[config.mk]
export PLATFORM = sky130hd
export DESIGN_NAME = exr_top
export DESIGN_NICKNAME = d
export VERILOG_FILES = /design/src/hdl/exr_top.v
export VERILOG_INCLUDE_DIRS = /design/src /design/src/pkg
export SDC_FILE = /design/constraint.sdc
export NUM_CORES = 1
export LEC_CHECK = 0
export ABC_AREA = 1
export BUFFER_PORTS_ARGS = -buffer_cell sky130_fd_sc_hd__buf_2
export CAP_MARGIN = 10
export CORE_MARGIN = 2
export CORE_UTILIZATION = 50
export DETAILED_ROUTE_END_ITERATION = 10
export GPL_TIMING_DRIVEN = 1
export HOLD_SLACK_MARGIN = 0.12
export PLACE_DENSITY = 0.77
export SLEW_MARGIN = 20
export SYNTH_ARGS = -nofsm -noshare
export SYNTH_HDL_FRONTEND = slang
export SYNTH_SLANG_ARGS = --single-unit
[constraint.sdc]
create_clock -name clk -period 2.1 [get_ports clk]
set_input_delay 0.21 -clock clk [delete_from_list [all_inputs] [get_ports clk]]
set_output_delay 0.21 -clock clk [all_outputs]
set_load 0.01 [all_outputs]
[src/pkg/exr_consts.vh]
`ifndef EXR_CONSTS_VH
`define EXR_CONSTS_VH

// ---------------
// Clock and timing
// ---------------
`define EXR_CLK_NS 40
`define EXR_FILT_NS 1000
`define EXR_FILT_CYC ((`EXR_FILT_NS + `EXR_CLK_NS - 1) / `EXR_CLK_NS)
`define EXR_FILT_W 5
`define EXR_T0_MS 100
`define EXR_T1_MS 5
`define EXR_T2_MS 1
`define EXR_T3_MS 125
`define EXR_MS_CYC(ms) (((ms) * 1000000) / `EXR_CLK_NS)
`define EXR_TMR_W 22

// ---------------
// Register indices, byte address is four times the index
// ---------------
`define EXR_IDX_LEVEL 7'h0F
`define EXR_IDX_EDGE 7'h1F
`define EXR_IDX_STAT 7'h20
`define EXR_IDX_MASK 7'h21
`define EXR_IDX_CTRL 7'h22
`define EXR_IDX_BANK 7'h23
`define EXR_IDX_PSW 7'h24
`define EXR_IDX_CORE 7'h25

// ---------------
// Source bits and vector codes
// ---------------
`define EXR_SRC_RMT 0
`define EXR_SRC_TMR 1
`define EXR_SRC_FSY 2
`define EXR_SRC_SER 3
`define EXR_CTRL_MPE 2

// ---------------
// Reset values
// ---------------
`define EXR_RST_EDGE 2'h0
`define EXR_RST_NIB 4'h0
`define EXR_RST_CTRL 3'h0

`endif

[src/hdl/exr_top.v]
// Function
// - Edge on either pin raises a request.
// - Select bit 0 rising, 1 falling, per pin.
// - Edge selects live in register 1FH.
// - Pin level latches readable at 0FH.
// - Select change can itself cause request.
// - Pulses under 1 us are rejected.
// - Level bits always follow the pins.
// - Flags set when disabled; software clears.
// - Enabled interrupt accepted in any program.
// - Only bank and status word auto-saved.
// - Bank and status word cleared after push.
// - Software-saved flags keep their values.
// - Enable before return takes effect after.
// - File 40H-7FH maps to current bank.
// - Timer requests with four period choices.
// - Serial end raises a request.
// - Fixed priority DMA, remote, timer, sync, serial.
// - Flags set regardless of enables.
//
// Decided for this implementation: the Avalon-MM slave port.
`include "exr_consts.vh"

module exr_top #(
  parameter T0_CYC = `EXR_MS_CYC(`EXR_T0_MS),
  parameter T1_CYC = `EXR_MS_CYC(`EXR_T1_MS),
  parameter T2_CYC = `EXR_MS_CYC(`EXR_T2_MS),
  parameter T3_CYC = `EXR_MS_CYC(`EXR_T3_MS)
) (
  input  wire        clk,
  input  wire        rst_b,
  input  wire [6:0]  avs_address,
  input  wire        avs_read,
  input  wire        avs_write,
  input  wire [31:0] avs_writedata,
  output reg  [31:0] avs_readdata,
  output wire        avs_waitrequest,
  input  wire        remote_pin,
  input  wire        frame_sync_pin,
  input  wire        dma_req,
  input  wire        serial_done,
  input  wire        instr_boundary,
  input  wire        enable_interrupts_op,
  input  wire        disable_interrupts_op,
  input  wire        return_from_interrupt,
  input  wire [6:0]  rf_addr,
  output wire        irq,
  output reg         int_accept,
  output reg  [1:0]  int_vector,
  output reg  [3:0]  bank_out,
  output reg  [3:0]  psw_out,
  output wire        mpe_out,
  output reg         rf_mem_hit,
  output reg  [9:0]  rf_mem_addr
);

  // ---------------
  // Constants
  // ---------------
  // Filter length in clocks, rounded up; cut to the counter width on purpose.
  localparam integer FILT_END = `EXR_FILT_CYC - 1;
  localparam [`EXR_FILT_W-1:0] FILT_LAST = FILT_END[`EXR_FILT_W-1:0];
  // Timer period ends; every period is at least two clocks and fits the counter.
  localparam [`EXR_TMR_W-1:0] P0 = T0_CYC[`EXR_TMR_W-1:0] - 1'b1;
  localparam [`EXR_TMR_W-1:0] P1 = T1_CYC[`EXR_TMR_W-1:0] - 1'b1;
  localparam [`EXR_TMR_W-1:0] P2 = T2_CYC[`EXR_TMR_W-1:0] - 1'b1;
  localparam [`EXR_TMR_W-1:0] P3 = T3_CYC[`EXR_TMR_W-1:0] - 1'b1;

  // ---------------
  // Declarations
  // ---------------
  reg  [1:0]  sync_a;      // First synchroniser stage.
  reg  [1:0]  sync_b;      // Second synchroniser stage.
  wire [1:0]  filt;        // Noise-free pin levels.
  reg  [1:0]  edge_sel;    // Edge select flip-flops.
  reg  [1:0]  eff_q;       // Previous polarity-adjusted level.
  wire [1:0]  eff;         // Polarity-adjusted level.
  wire [1:0]  pin_hit;     // Request pulse per pin.
  reg  [3:0]  req_flag;    // Sticky request flags.
  reg  [3:0]  perm;        // Permission (mask) flags.
  reg  [2:0]  ctrl;        // Timer select and pointer flag.
  reg  [`EXR_TMR_W-1:0] tmr_cnt; // Timer counter.
  reg  [`EXR_TMR_W-1:0] tmr_end; // Selected period end.
  wire        tmr_tick;    // Timer request pulse.
  reg         en_ff;       // Interrupt enable flip-flop.
  reg         ei_arm;      // Enable seen in this instruction.
  reg         ei_go;       // Enable due at next boundary.
  reg  [7:0]  stk0;        // Newest saved bank and status.
  reg  [7:0]  stk1;        // Older saved bank and status.
  reg  [1:0]  depth;       // Interrupt stack fill.
  reg         ack;         // Bus answer strobe.
  reg  [31:0] rd_mux;      // Read data before the latch.
  wire        bus_req;     // Any bus request.
  wire        wr_go;       // Write takes effect now.
  wire [3:0]  pend;        // Flags allowed by permission.
  wire        take;        // Accept at this boundary.
  reg  [1:0]  grant;       // Winning source index.
  reg  [3:0]  grant_vec;   // One-hot winning source.
  wire [3:0]  set_vec;     // Hardware set events.
  wire [3:0]  clr_vec;     // Clear requests.

  // ---------------
  // Pin synchroniser
  // ---------------
  // Pins are asynchronous, so they pass two flops first.
  always @(posedge clk or negedge rst_b) begin
    if (!rst_b) begin
      sync_a <= 2'h0;
      sync_b <= 2'h0;
    end else begin
      sync_a <= {frame_sync_pin, remote_pin};
      sync_b <= sync_a;
    end
  end

  // ---------------
  // Noise filter per pin
  // ---------------
  // A new level is taken only after it held for the
  // whole filter length; shorter pulses vanish.
  genvar g;
  generate
    for (g = 0; g < 2; g = g + 1) begin : g_filt
      reg [`EXR_FILT_W-1:0] cnt; // Stable-run counter.
      reg                   lvl; // Accepted level.
      always @(posedge clk or negedge rst_b) begin
        if (!rst_b) begin
          cnt <= {`EXR_FILT_W{1'b0}};
          lvl <= 1'b0;
        end else if (sync_b[g] == lvl) begin
          // Back to the old level, restart the run.
          cnt <= {`EXR_FILT_W{1'b0}};
        end else if (cnt == FILT_LAST) begin
          // Held long enough, take it.
          lvl <= sync_b[g];
          cnt <= {`EXR_FILT_W{1'b0}};
        end else begin
          cnt <= cnt + 1'b1;
        end
      end
      assign filt[g] = lvl;
    end
  endgenerate

  // ---------------
  // Edge detection
  // ---------------
  // The level is flipped by the select bit, so a select
  // change that flips it low to high is seen as an edge.
  assign eff = filt ^ edge_sel;
  // Previous sample of the adjusted level.
  always @(posedge clk or negedge rst_b) begin
    if (!rst_b) begin
      eff_q <= 2'h0;
    end else begin
      eff_q <= eff;
    end
  end
  // Rising adjusted level gives one request pulse.
  assign pin_hit = eff & ~eff_q;

  // ---------------
  // Periodic timer
  // ---------------
  // Period end chosen by the two select bits.
  always @* begin
    case (ctrl[1:0])
      2'h0: tmr_end = P0;
      2'h1: tmr_end = P1;
      2'h2: tmr_end = P2;
      default: tmr_end = P3;
    endcase
  end
  // Free-running count; a select change to a shorter
  // period also wraps at once, avoiding a long wait.
  always @(posedge clk or negedge rst_b) begin
    if (!rst_b) begin
      tmr_cnt <= {`EXR_TMR_W{1'b0}};
    end else if (tmr_cnt >= tmr_end) begin
      tmr_cnt <= {`EXR_TMR_W{1'b0}};
    end else begin
      tmr_cnt <= tmr_cnt + 1'b1;
    end
  end
  // One pulse per period.
  assign tmr_tick = (tmr_cnt >= tmr_end);

  // ---------------
  // Bus handshake
  // ---------------
  // One wait state: the answer comes the cycle after
  // the request appears.
  assign bus_req = avs_read | avs_write;
  assign avs_waitrequest = bus_req & ~ack;
  assign wr_go = avs_write & ack;
  // Answer strobe toggles high for one cycle per request.
  always @(posedge clk or negedge rst_b) begin
    if (!rst_b) begin
      ack <= 1'b0;
    end else begin
      ack <= bus_req & ~ack;
    end
  end

  // ---------------
  // Priority and acceptance
  // ---------------
  assign pend = req_flag & perm;
  // Lowest index wins, matching the fixed order.
  always @* begin
    grant = 2'h3;
    grant_vec = 4'h8;
    if (pend[`EXR_SRC_RMT]) begin
      grant = 2'h0;
      grant_vec = 4'h1;
    end else if (pend[`EXR_SRC_TMR]) begin
      grant = 2'h1;
      grant_vec = 4'h2;
    end else if (pend[`EXR_SRC_FSY]) begin
      grant = 2'h2;
      grant_vec = 4'h4;
    end
  end
  // Taken at any instruction boundary; DMA goes first.
  assign take = instr_boundary & en_ff & (|pend) &
                ~dma_req;

  // ---------------
  // Request flags
  // ---------------
  assign set_vec = {serial_done, pin_hit[1], tmr_tick,
                    pin_hit[0]};
  assign clr_vec =
    ((wr_go && avs_address == `EXR_IDX_STAT) ?
      avs_writedata[3:0] : 4'h0) |
    (take ? grant_vec : 4'h0);
  // Set wins over clear so no event is lost. Enables
  // play no part in setting.
  always @(posedge clk or negedge rst_b) begin
    if (!rst_b) begin
      req_flag <= `EXR_RST_NIB;
    end else begin
      req_flag <= (req_flag & ~clr_vec) |
                  set_vec;
    end
  end
  // Level interrupt while any allowed flag stands.
  assign irq = |pend;

  // ---------------
  // Enable flip-flop
  // ---------------
  // Enable waits one whole instruction, so an enable
  // just before the return lands after the return.
  always @(posedge clk or negedge rst_b) begin
    if (!rst_b) begin
      en_ff <= 1'b0;
      ei_arm <= 1'b0;
      ei_go <= 1'b0;
    end else if (disable_interrupts_op) begin
      en_ff <= 1'b0;
      ei_arm <= 1'b0;
      ei_go <= 1'b0;
    end else if (take) begin
      // Acceptance enters the inhibit state.
      en_ff <= 1'b0;
      ei_arm <= enable_interrupts_op;
      ei_go <= 1'b0;
    end else begin
      if (instr_boundary) begin
        ei_arm <= enable_interrupts_op;
        ei_go <= ei_arm;
        if (ei_go) begin
          en_ff <= 1'b1;
        end
      end else if (enable_interrupts_op) begin
        ei_arm <= 1'b1;
      end
    end
  end

  // ---------------
  // Acceptance outputs
  // ---------------
  // Pulse and vector code for the core.
  always @(posedge clk or negedge rst_b) begin
    if (!rst_b) begin
      int_accept <= 1'b0;
      int_vector <= 2'h0;
    end else begin
      int_accept <= take;
      if (take) begin
        int_vector <= grant;
      end
    end
  end

  // ---------------
  // Bank, status word and stack
  // ---------------
  // Two-level stack that drops the oldest on overflow.
  // Acceptance outranks a software write.
  always @(posedge clk or negedge rst_b) begin
    if (!rst_b) begin
      bank_out <= `EXR_RST_NIB;
      psw_out <= `EXR_RST_NIB;
      stk0 <= 8'h00;
      stk1 <= 8'h00;
      depth <= 2'h0;
    end else if (take) begin
      stk0 <= {bank_out, psw_out};
      stk1 <= stk0;
      bank_out <= `EXR_RST_NIB;
      psw_out <= `EXR_RST_NIB;
      if (depth != 2'h2) begin
        depth <= depth + 1'b1;
      end
    end else if (return_from_interrupt) begin
      {bank_out, psw_out} <= stk0;
      stk0 <= stk1;
      if (depth != 2'h0) begin
        depth <= depth - 1'b1;
      end
    end else if (wr_go) begin
      if (avs_address == `EXR_IDX_BANK) begin
        bank_out <= avs_writedata[3:0];
      end
      if (avs_address == `EXR_IDX_PSW) begin
        psw_out <= avs_writedata[3:0];
      end
    end
  end

  // ---------------
  // Software registers
  // ---------------
  // Edge selects, permissions and control. Control is
  // not touched by acceptance, so the pointer flag keeps
  // its value and software must set it up itself.
  always @(posedge clk or negedge rst_b) begin
    if (!rst_b) begin
      edge_sel <= `EXR_RST_EDGE;
      perm <= `EXR_RST_NIB;
      ctrl <= `EXR_RST_CTRL;
    end else if (wr_go) begin
      case (avs_address)
        `EXR_IDX_EDGE: edge_sel <= avs_writedata[1:0];
        `EXR_IDX_MASK: perm <= avs_writedata[3:0];
        `EXR_IDX_CTRL: ctrl <= avs_writedata[2:0];
        default: ctrl <= ctrl;
      endcase
    end
  end
  assign mpe_out = ctrl[`EXR_CTRL_MPE];

  // ---------------
  // Read path
  // ---------------
  // Unmapped indices read as zero.
  always @* begin
    rd_mux = 32'h0000_0000;
    case (avs_address)
      `EXR_IDX_LEVEL: rd_mux[1:0] = filt;
      `EXR_IDX_EDGE: rd_mux[1:0] = edge_sel;
      `EXR_IDX_STAT: rd_mux[3:0] = req_flag;
      `EXR_IDX_MASK: rd_mux[3:0] = perm;
      `EXR_IDX_CTRL: rd_mux[2:0] = ctrl;
      `EXR_IDX_BANK: rd_mux[3:0] = bank_out;
      `EXR_IDX_PSW: rd_mux[3:0] = psw_out;
      `EXR_IDX_CORE: rd_mux[3:0] = {depth, ei_go, en_ff};
      default: rd_mux = 32'h0000_0000;
    endcase
  end
  // Read data is caught in the wait cycle and stands
  // in the answer cycle.
  always @(posedge clk or negedge rst_b) begin
    if (!rst_b) begin
      avs_readdata <= 32'h0000_0000;
    end else if (avs_read & ~ack) begin
      avs_readdata <= rd_mux;
    end
  end

  // ---------------
  // Register file window
  // ---------------
  // Upper half of the file lands in the current bank,
  // whatever the general register pointer says.
  always @(posedge clk or negedge rst_b) begin
    if (!rst_b) begin
      rf_mem_hit <= 1'b0;
      rf_mem_addr <= 10'h000;
    end else begin
      rf_mem_hit <= rf_addr[6];
      rf_mem_addr <= {bank_out, rf_addr[5:0]};
    end
  end

endmodule // exr_top

## Word level (Yosys, flattened, before mapping)

Index checks and enable logic that the tools add are counted.
Widths: inputs -> output; s select.

| cells by class | value |
|---|---|
| $add $sub $neg | 5 |
| multipliers | 0 |
| div/mod/pow operators | 0 |
| order comparisons | 1 |
| eq/ne operators | 16 |
| shift operators | 0 |
| muxes and demuxes | 42 |
| bitwise operators | 19 |
| reductions and logical operators | 21 |

Operator list:

| cell | number |
|---|---|
| $pmux 22 s3 | 1 |
| $mux 4 | 13 |
| $eq 7x6->1 const B | 6 |
| $add 22x1->22 const B | 1 |
| $ge 22x22->1 | 1 |
| $mux 22 | 1 |
| $mux 5 | 4 |
| $mux 8 | 2 |
| $pmux 2 s8 | 1 |
| $reduce_and 2->1 | 8 |
| $reduce_bool 3->1 | 5 |
| $mux 1 | 12 |
| $mux 2 | 6 |
| $add 5x1->5 const B | 2 |
| $eq 5x5->1 const B | 2 |
| $and 4x4->4 | 2 |
| $or 4x4->4 | 2 |
| $eq 7x4->1 const B | 1 |
| $eq 7x5->1 const B | 1 |
| $and 1x1->1 | 6 |
| $pmux 1 s6 | 1 |
| $reduce_bool 2->1 | 3 |
| $pmux 1 s5 | 1 |
| $not 1->1 | 4 |
| 17 further kinds | 18 |

| storage, ports and cells | value |
|---|---|
| register bits after elaboration | 101 |
| bits in latches | 0 |
| bits in writable memories | 0 |
| memory bits (read-only) | 0 |
| input bits | 58 |
| output and inout bits | 57 |
| logic and storage cells | 130 |
| memories kept | 0 |

## Longest topological paths before layout

| logic depth | value |
|---|---|
| depth in word-level cells | 9 |
| gate-level depth with buffers | 14 |
| gate-level depth less buffers | 13 |

## Worst setup path after synthesis

Ideal clock, no wire load.

| path | value |
|---|---|
| kind | flip-flop to flip-flop |
| from | register ctrl[0] |
| to | register tmr_cnt[9] |
| data arrival time | 1,878 ps |
| path slack | 101 ps |
| stages on the path, launching flop included | 13 |
| buffers on the path | 1 |
| clock period less this slack | 1,999 ps |
| cells stage by stage | dfrtp_1 -> inv_1 -> ha_1 -> inv_1 -> ha_1 -> nand2_1 -> inv_1 -> nand3_1 -> nor2_1 -> nand3_1 -> nand3_2 -> buf_6 -> nor2_2 |

| on the way | value |
|---|---|
| longest elaborated chain between the ends | 4 |

Ends and longest elaborated chain:

| item | line | RTL |
|---|---|---|
| from (decl) | exr_top.v:81 | `reg [2:0] ctrl;` |
| from (signal assigned) | exr_top.v:344 | `` ctrl <= `EXR_RST_CTRL; `` |
| from (signal assigned) | exr_top.v:349 | `` `EXR_IDX_CTRL: ctrl <= avs_writedata[2:0]; `` |
| from (signal assigned) | exr_top.v:350 | `default: ctrl <= ctrl;` |
| $eq 2x2->1 (tied with other cells) | exr_top.v:167 | `case (ctrl[1:0])` |
| $pmux 22 s3 (*) | exr_top.v:167 |  |
| $ge 22x22->1 (*) | exr_top.v:179 | `end else if (tmr_cnt >= tmr_end) begin` |
| $mux 22 (*) | exr_top.v:179 |  |
| to (signal assigned) | exr_top.v:178 | `` tmr_cnt <= {`EXR_TMR_W{1'b0}}; `` |
| to (signal assigned) | exr_top.v:180 | `` tmr_cnt <= {`EXR_TMR_W{1'b0}}; `` |
| to (signal assigned) | exr_top.v:182 | `tmr_cnt <= tmr_cnt + 1'b1;` |
| to (decl) | exr_top.v:82 | `` reg [`EXR_TMR_W-1:0] tmr_cnt; `` |

Mark *: on every way between the ends. The rest lies on a longest branch, timed or not.
A chain may end at the register's enable or synchronous reset.

## Worst setup path after layout

| path | value |
|---|---|
| from | register ctrl[1] |
| to | register tmr_cnt[2] |

Same word-level chain as after synthesis.

==> run metrics <==
HPWL after detailed placement 9.10 mm; largest net degree at the start of global routing 46; Mapped Area 5540 um^2; DP Area 5940 um^2; global route overflow 0; Hold Path Depth 4; crit start category flop; Avg Inst Size Synth 7.99 um^2; Worst Max-Slew Pin Slew 0.571 ns; ANT nets after route 0; Final Cell Area 6630 um^2; io pins 115; Initial Utilization 0.511; clock sink count 101; Arrival @ worst endpoint 2.39 ns; P_leak 3.22 nW; post-route clock skew 0.0153 ns; first-pass GRT wire length 20.3 mm; final worst slack -0.0238 ns; DRC Markers 0; vias in the first global route 4592; crit end category flop; post-route clock period utilization 1.01; EDFF count, synth 0; full die area 11900 um^2; register area 2530 um^2; routability cong. 0.910; critical path required time 2.37 ns; Max Slew Vio Count 0; share of cells above drive strength 1 0.188; Max-slew headroom 0.619; # diodes 0; htree depth 3; footprint of the multi-input gates 2650 um^2; # nets final 868; via/cell ratio 5.10; Pwr Density 605 nW/um^2; ys async rst share 1.00; register bit count reported by yosys 101; WL final 12.7 mm; CTS Buf Count 9; top_reg_cell synth dfrtp_1; CTS Buffer Depth 2; DR vias 4761; GRT Total Usage 0.216; Filler Cell Count 912; row count 38; Root Buffer clkbuf_8; Worst Hold Class in -> reg; post-synthesis cell count 694; status complete, but fails checks; dpl ws 0.0487 ns; drt wl/cell 13.7 um; CP max FO 6; port bufs 58; Worst-Skew Late Latency 0.38 ns; Max rail drop VDD 419 uV; initial antenna violation count 0; Max Cap Viol 0; f_max 0.471 GHz; synthesis-to-finish area growth 19.5%; core area 10800 um^2; R2R depth 12; Final Setup Violations 6; router iterations before antenna repair 5; failing checks negative setup slack; TritonCTS clock tree done; Yosys warning count 0; Yosys cell types 36; die height 109 um; die width 109 um; clk slew on worst S/H paths 0.10 ns; final critical-path required period 2.12 ns; Setup CP Type reg -> reg; drt initial violations 272; Seq/Total Area, Yosys 0.456; Final Hold Viols 0
## worst max-delay path, cell delays in order, from the launching register on
cell       delay (ns)
dfrtp_1          0.41
inv_2            0.08
ha_4             0.27
inv_1            0.05
ha_1             0.29
nand2_1          0.06
inv_1            0.07
nand3_2          0.11
nor2_4           0.13
nand3_2          0.12
nand3_4          0.18
clkbuf_16        0.19
nor2_2           0.03
## cell usage in the layout, fill, tap and decap left out, types with 2 or more instances in the layout
cell type,count
inv_4,2
o21a_1,3
a21oi_1,12
nand2_2,6
xor2_1,14
o31ai_1,2
nor2_2,15
xnor2_1,9
nand3_2,5
buf_12,2
buf_6,2
buf_4,15
inv_6,2
nor3_1,4
nor2_4,4
inv_1,82
mux2_2,2
a21oi_2,4
ha_4,6
nand4_1,10
o21ai_0,29
buf_2,57
nand2_1,167
conb_1,28
o211ai_1,10
nor4_1,2
clkbuf_16,2
inv_2,4
nor2_1,83
bufinv_16,3
clkbuf_8,9
ha_2,3
nand3_1,49
dlygate4sd3_1,18
nand3b_1,4
nor3b_1,2
ha_1,13
dfrtp_1,100
## through the flow
| stage | TNS, ns | power [mW] | cells | utilization | hold slack, ns |
|---|---|---|---|---|---|
| 2_1_floorplan | 0 | 2.34 | 721 | - | -0.0856 |
| 5_1_grt | -1.14 | 4.19 | 933 | 0.611 | 0.160 |
| 3_3_place_gp | 0 | 2.48 | 892 | 0.548 | 0.243 |
| 4_1_cts | 0 | 4.03 | 926 | 0.587 | 0.138 |
| 3_5_place_dp | 0 | 2.49 | 892 | 0.548 | 0.252 |
| 6_report | -0.116 | 4.01 | 933 | 0.611 | 0.146 |
## Yosys cell counts, types with 4 or more instances
master    number  area [um^2]
ha_1          22          275
o21ai_0       29          145
dfrtp_1      101         2530
a21oi_1       14         70.1
nand3b_1       4         30.0
nand3_1       53          265
nand4_1       10         62.6
nor3_1         4         20.0
nor2_2        12         75.1
nor2_1        89          334
o211ai_1      10         75.1
xor2_1        14          123
nand2_1      170          638
inv_1         87          327
buf_4         32          240
xnor2_1        9         78.8
## where the power goes
group / leakage [nW] / internal [mW] / switching [mW] / total, mW
logic: 1.77 / 0.164 / 0.276 / 0.440
registers: 1.32 / 2.01 / 0.0520 / 2.06
clock network: 0.124 / 0.800 / 0.710 / 1.51
## cells by family after synthesis
| kind of cell | Yosys count | synth area share |
|---|---|---|
| compound gates | 64 | 0.0686 |
| xor+xnor | 23 | 0.0363 |
| fa+ha+maj | 22 | 0.0496 |
| buf+inv | 128 | 0.113 |
| flops | 101 | 0.456 |
| mux | 2 | 0.00406 |
| other cells | 1 | 0.000676 |
| simple gates | 353 | 0.272 |
## final cells by class
type | count | share of cell area
Multi-Input combinational cell | 492 | 0.400
Sequential cell | 101 | 0.382
Timing Repair Buffer | 96 | 0.104
Inverter | 88 | 0.0506
Tap cell | 140 | 0.0264
Clock buffer | 9 | 0.0187
Clock inverter | 7 | 0.0183
## registers in the layout, indices dropped and copies added (netlist names), 2 cells and up
signal	cells
tmr_cnt	22
g_filt.cnt	10
rf_mem_addr	10
stk0	8
stk1	8
avs_readdata	4
bank_out	4
perm	4
psw_out	4
req_flag	4
ctrl	3
depth	2
edge_sel	2
eff_q	2
g_filt.lvl	2
int_vector	2
sync_a	2
sync_b	2
## path summary, 6_finish.rpt
check	startpoint	to	slack (ns)
worst max-delay path	ctrl[1]	tmr_cnt[2]	-0.02
worst min register to register	sync_a[1]	sync_b[1]	0.36
max in group asynchronous	rst_b	tmr_cnt[20]	1.08
worst min-delay path	avs_writedata[3]	req_flag[3]	0.15
worst max register to register	ctrl[1]	tmr_cnt[2]	-0.02
min in group asynchronous	rst_b	int_vector[1]	0.36
## what timing repair did
action                     CTS  global route
hold buffers                18             0
setup endpoints to repair    0            22
hold endpoints to repair    59             0
gates resized for setup      0            39
setup buffers                0             4
## per-layer routing
| layer | part of all wire | wire, um | vias to the layer above | GRT usage |
|---|---|---|---|---|
| met5 | 0 | 0 | - | 0 |
| met4 | 0.024 | 303 | 0 | 0.0904 |
| met3 | 0.054 | 692 | 27 | 0.0379 |
| met2 | 0.52 | 6630 | 147 | 0.384 |
| met1 | 0.40 | 5120 | 2262 | 0.259 |
| li1 | - | - | 2325 | - |
No activity file was read; power rests on OpenSTA's default activity.
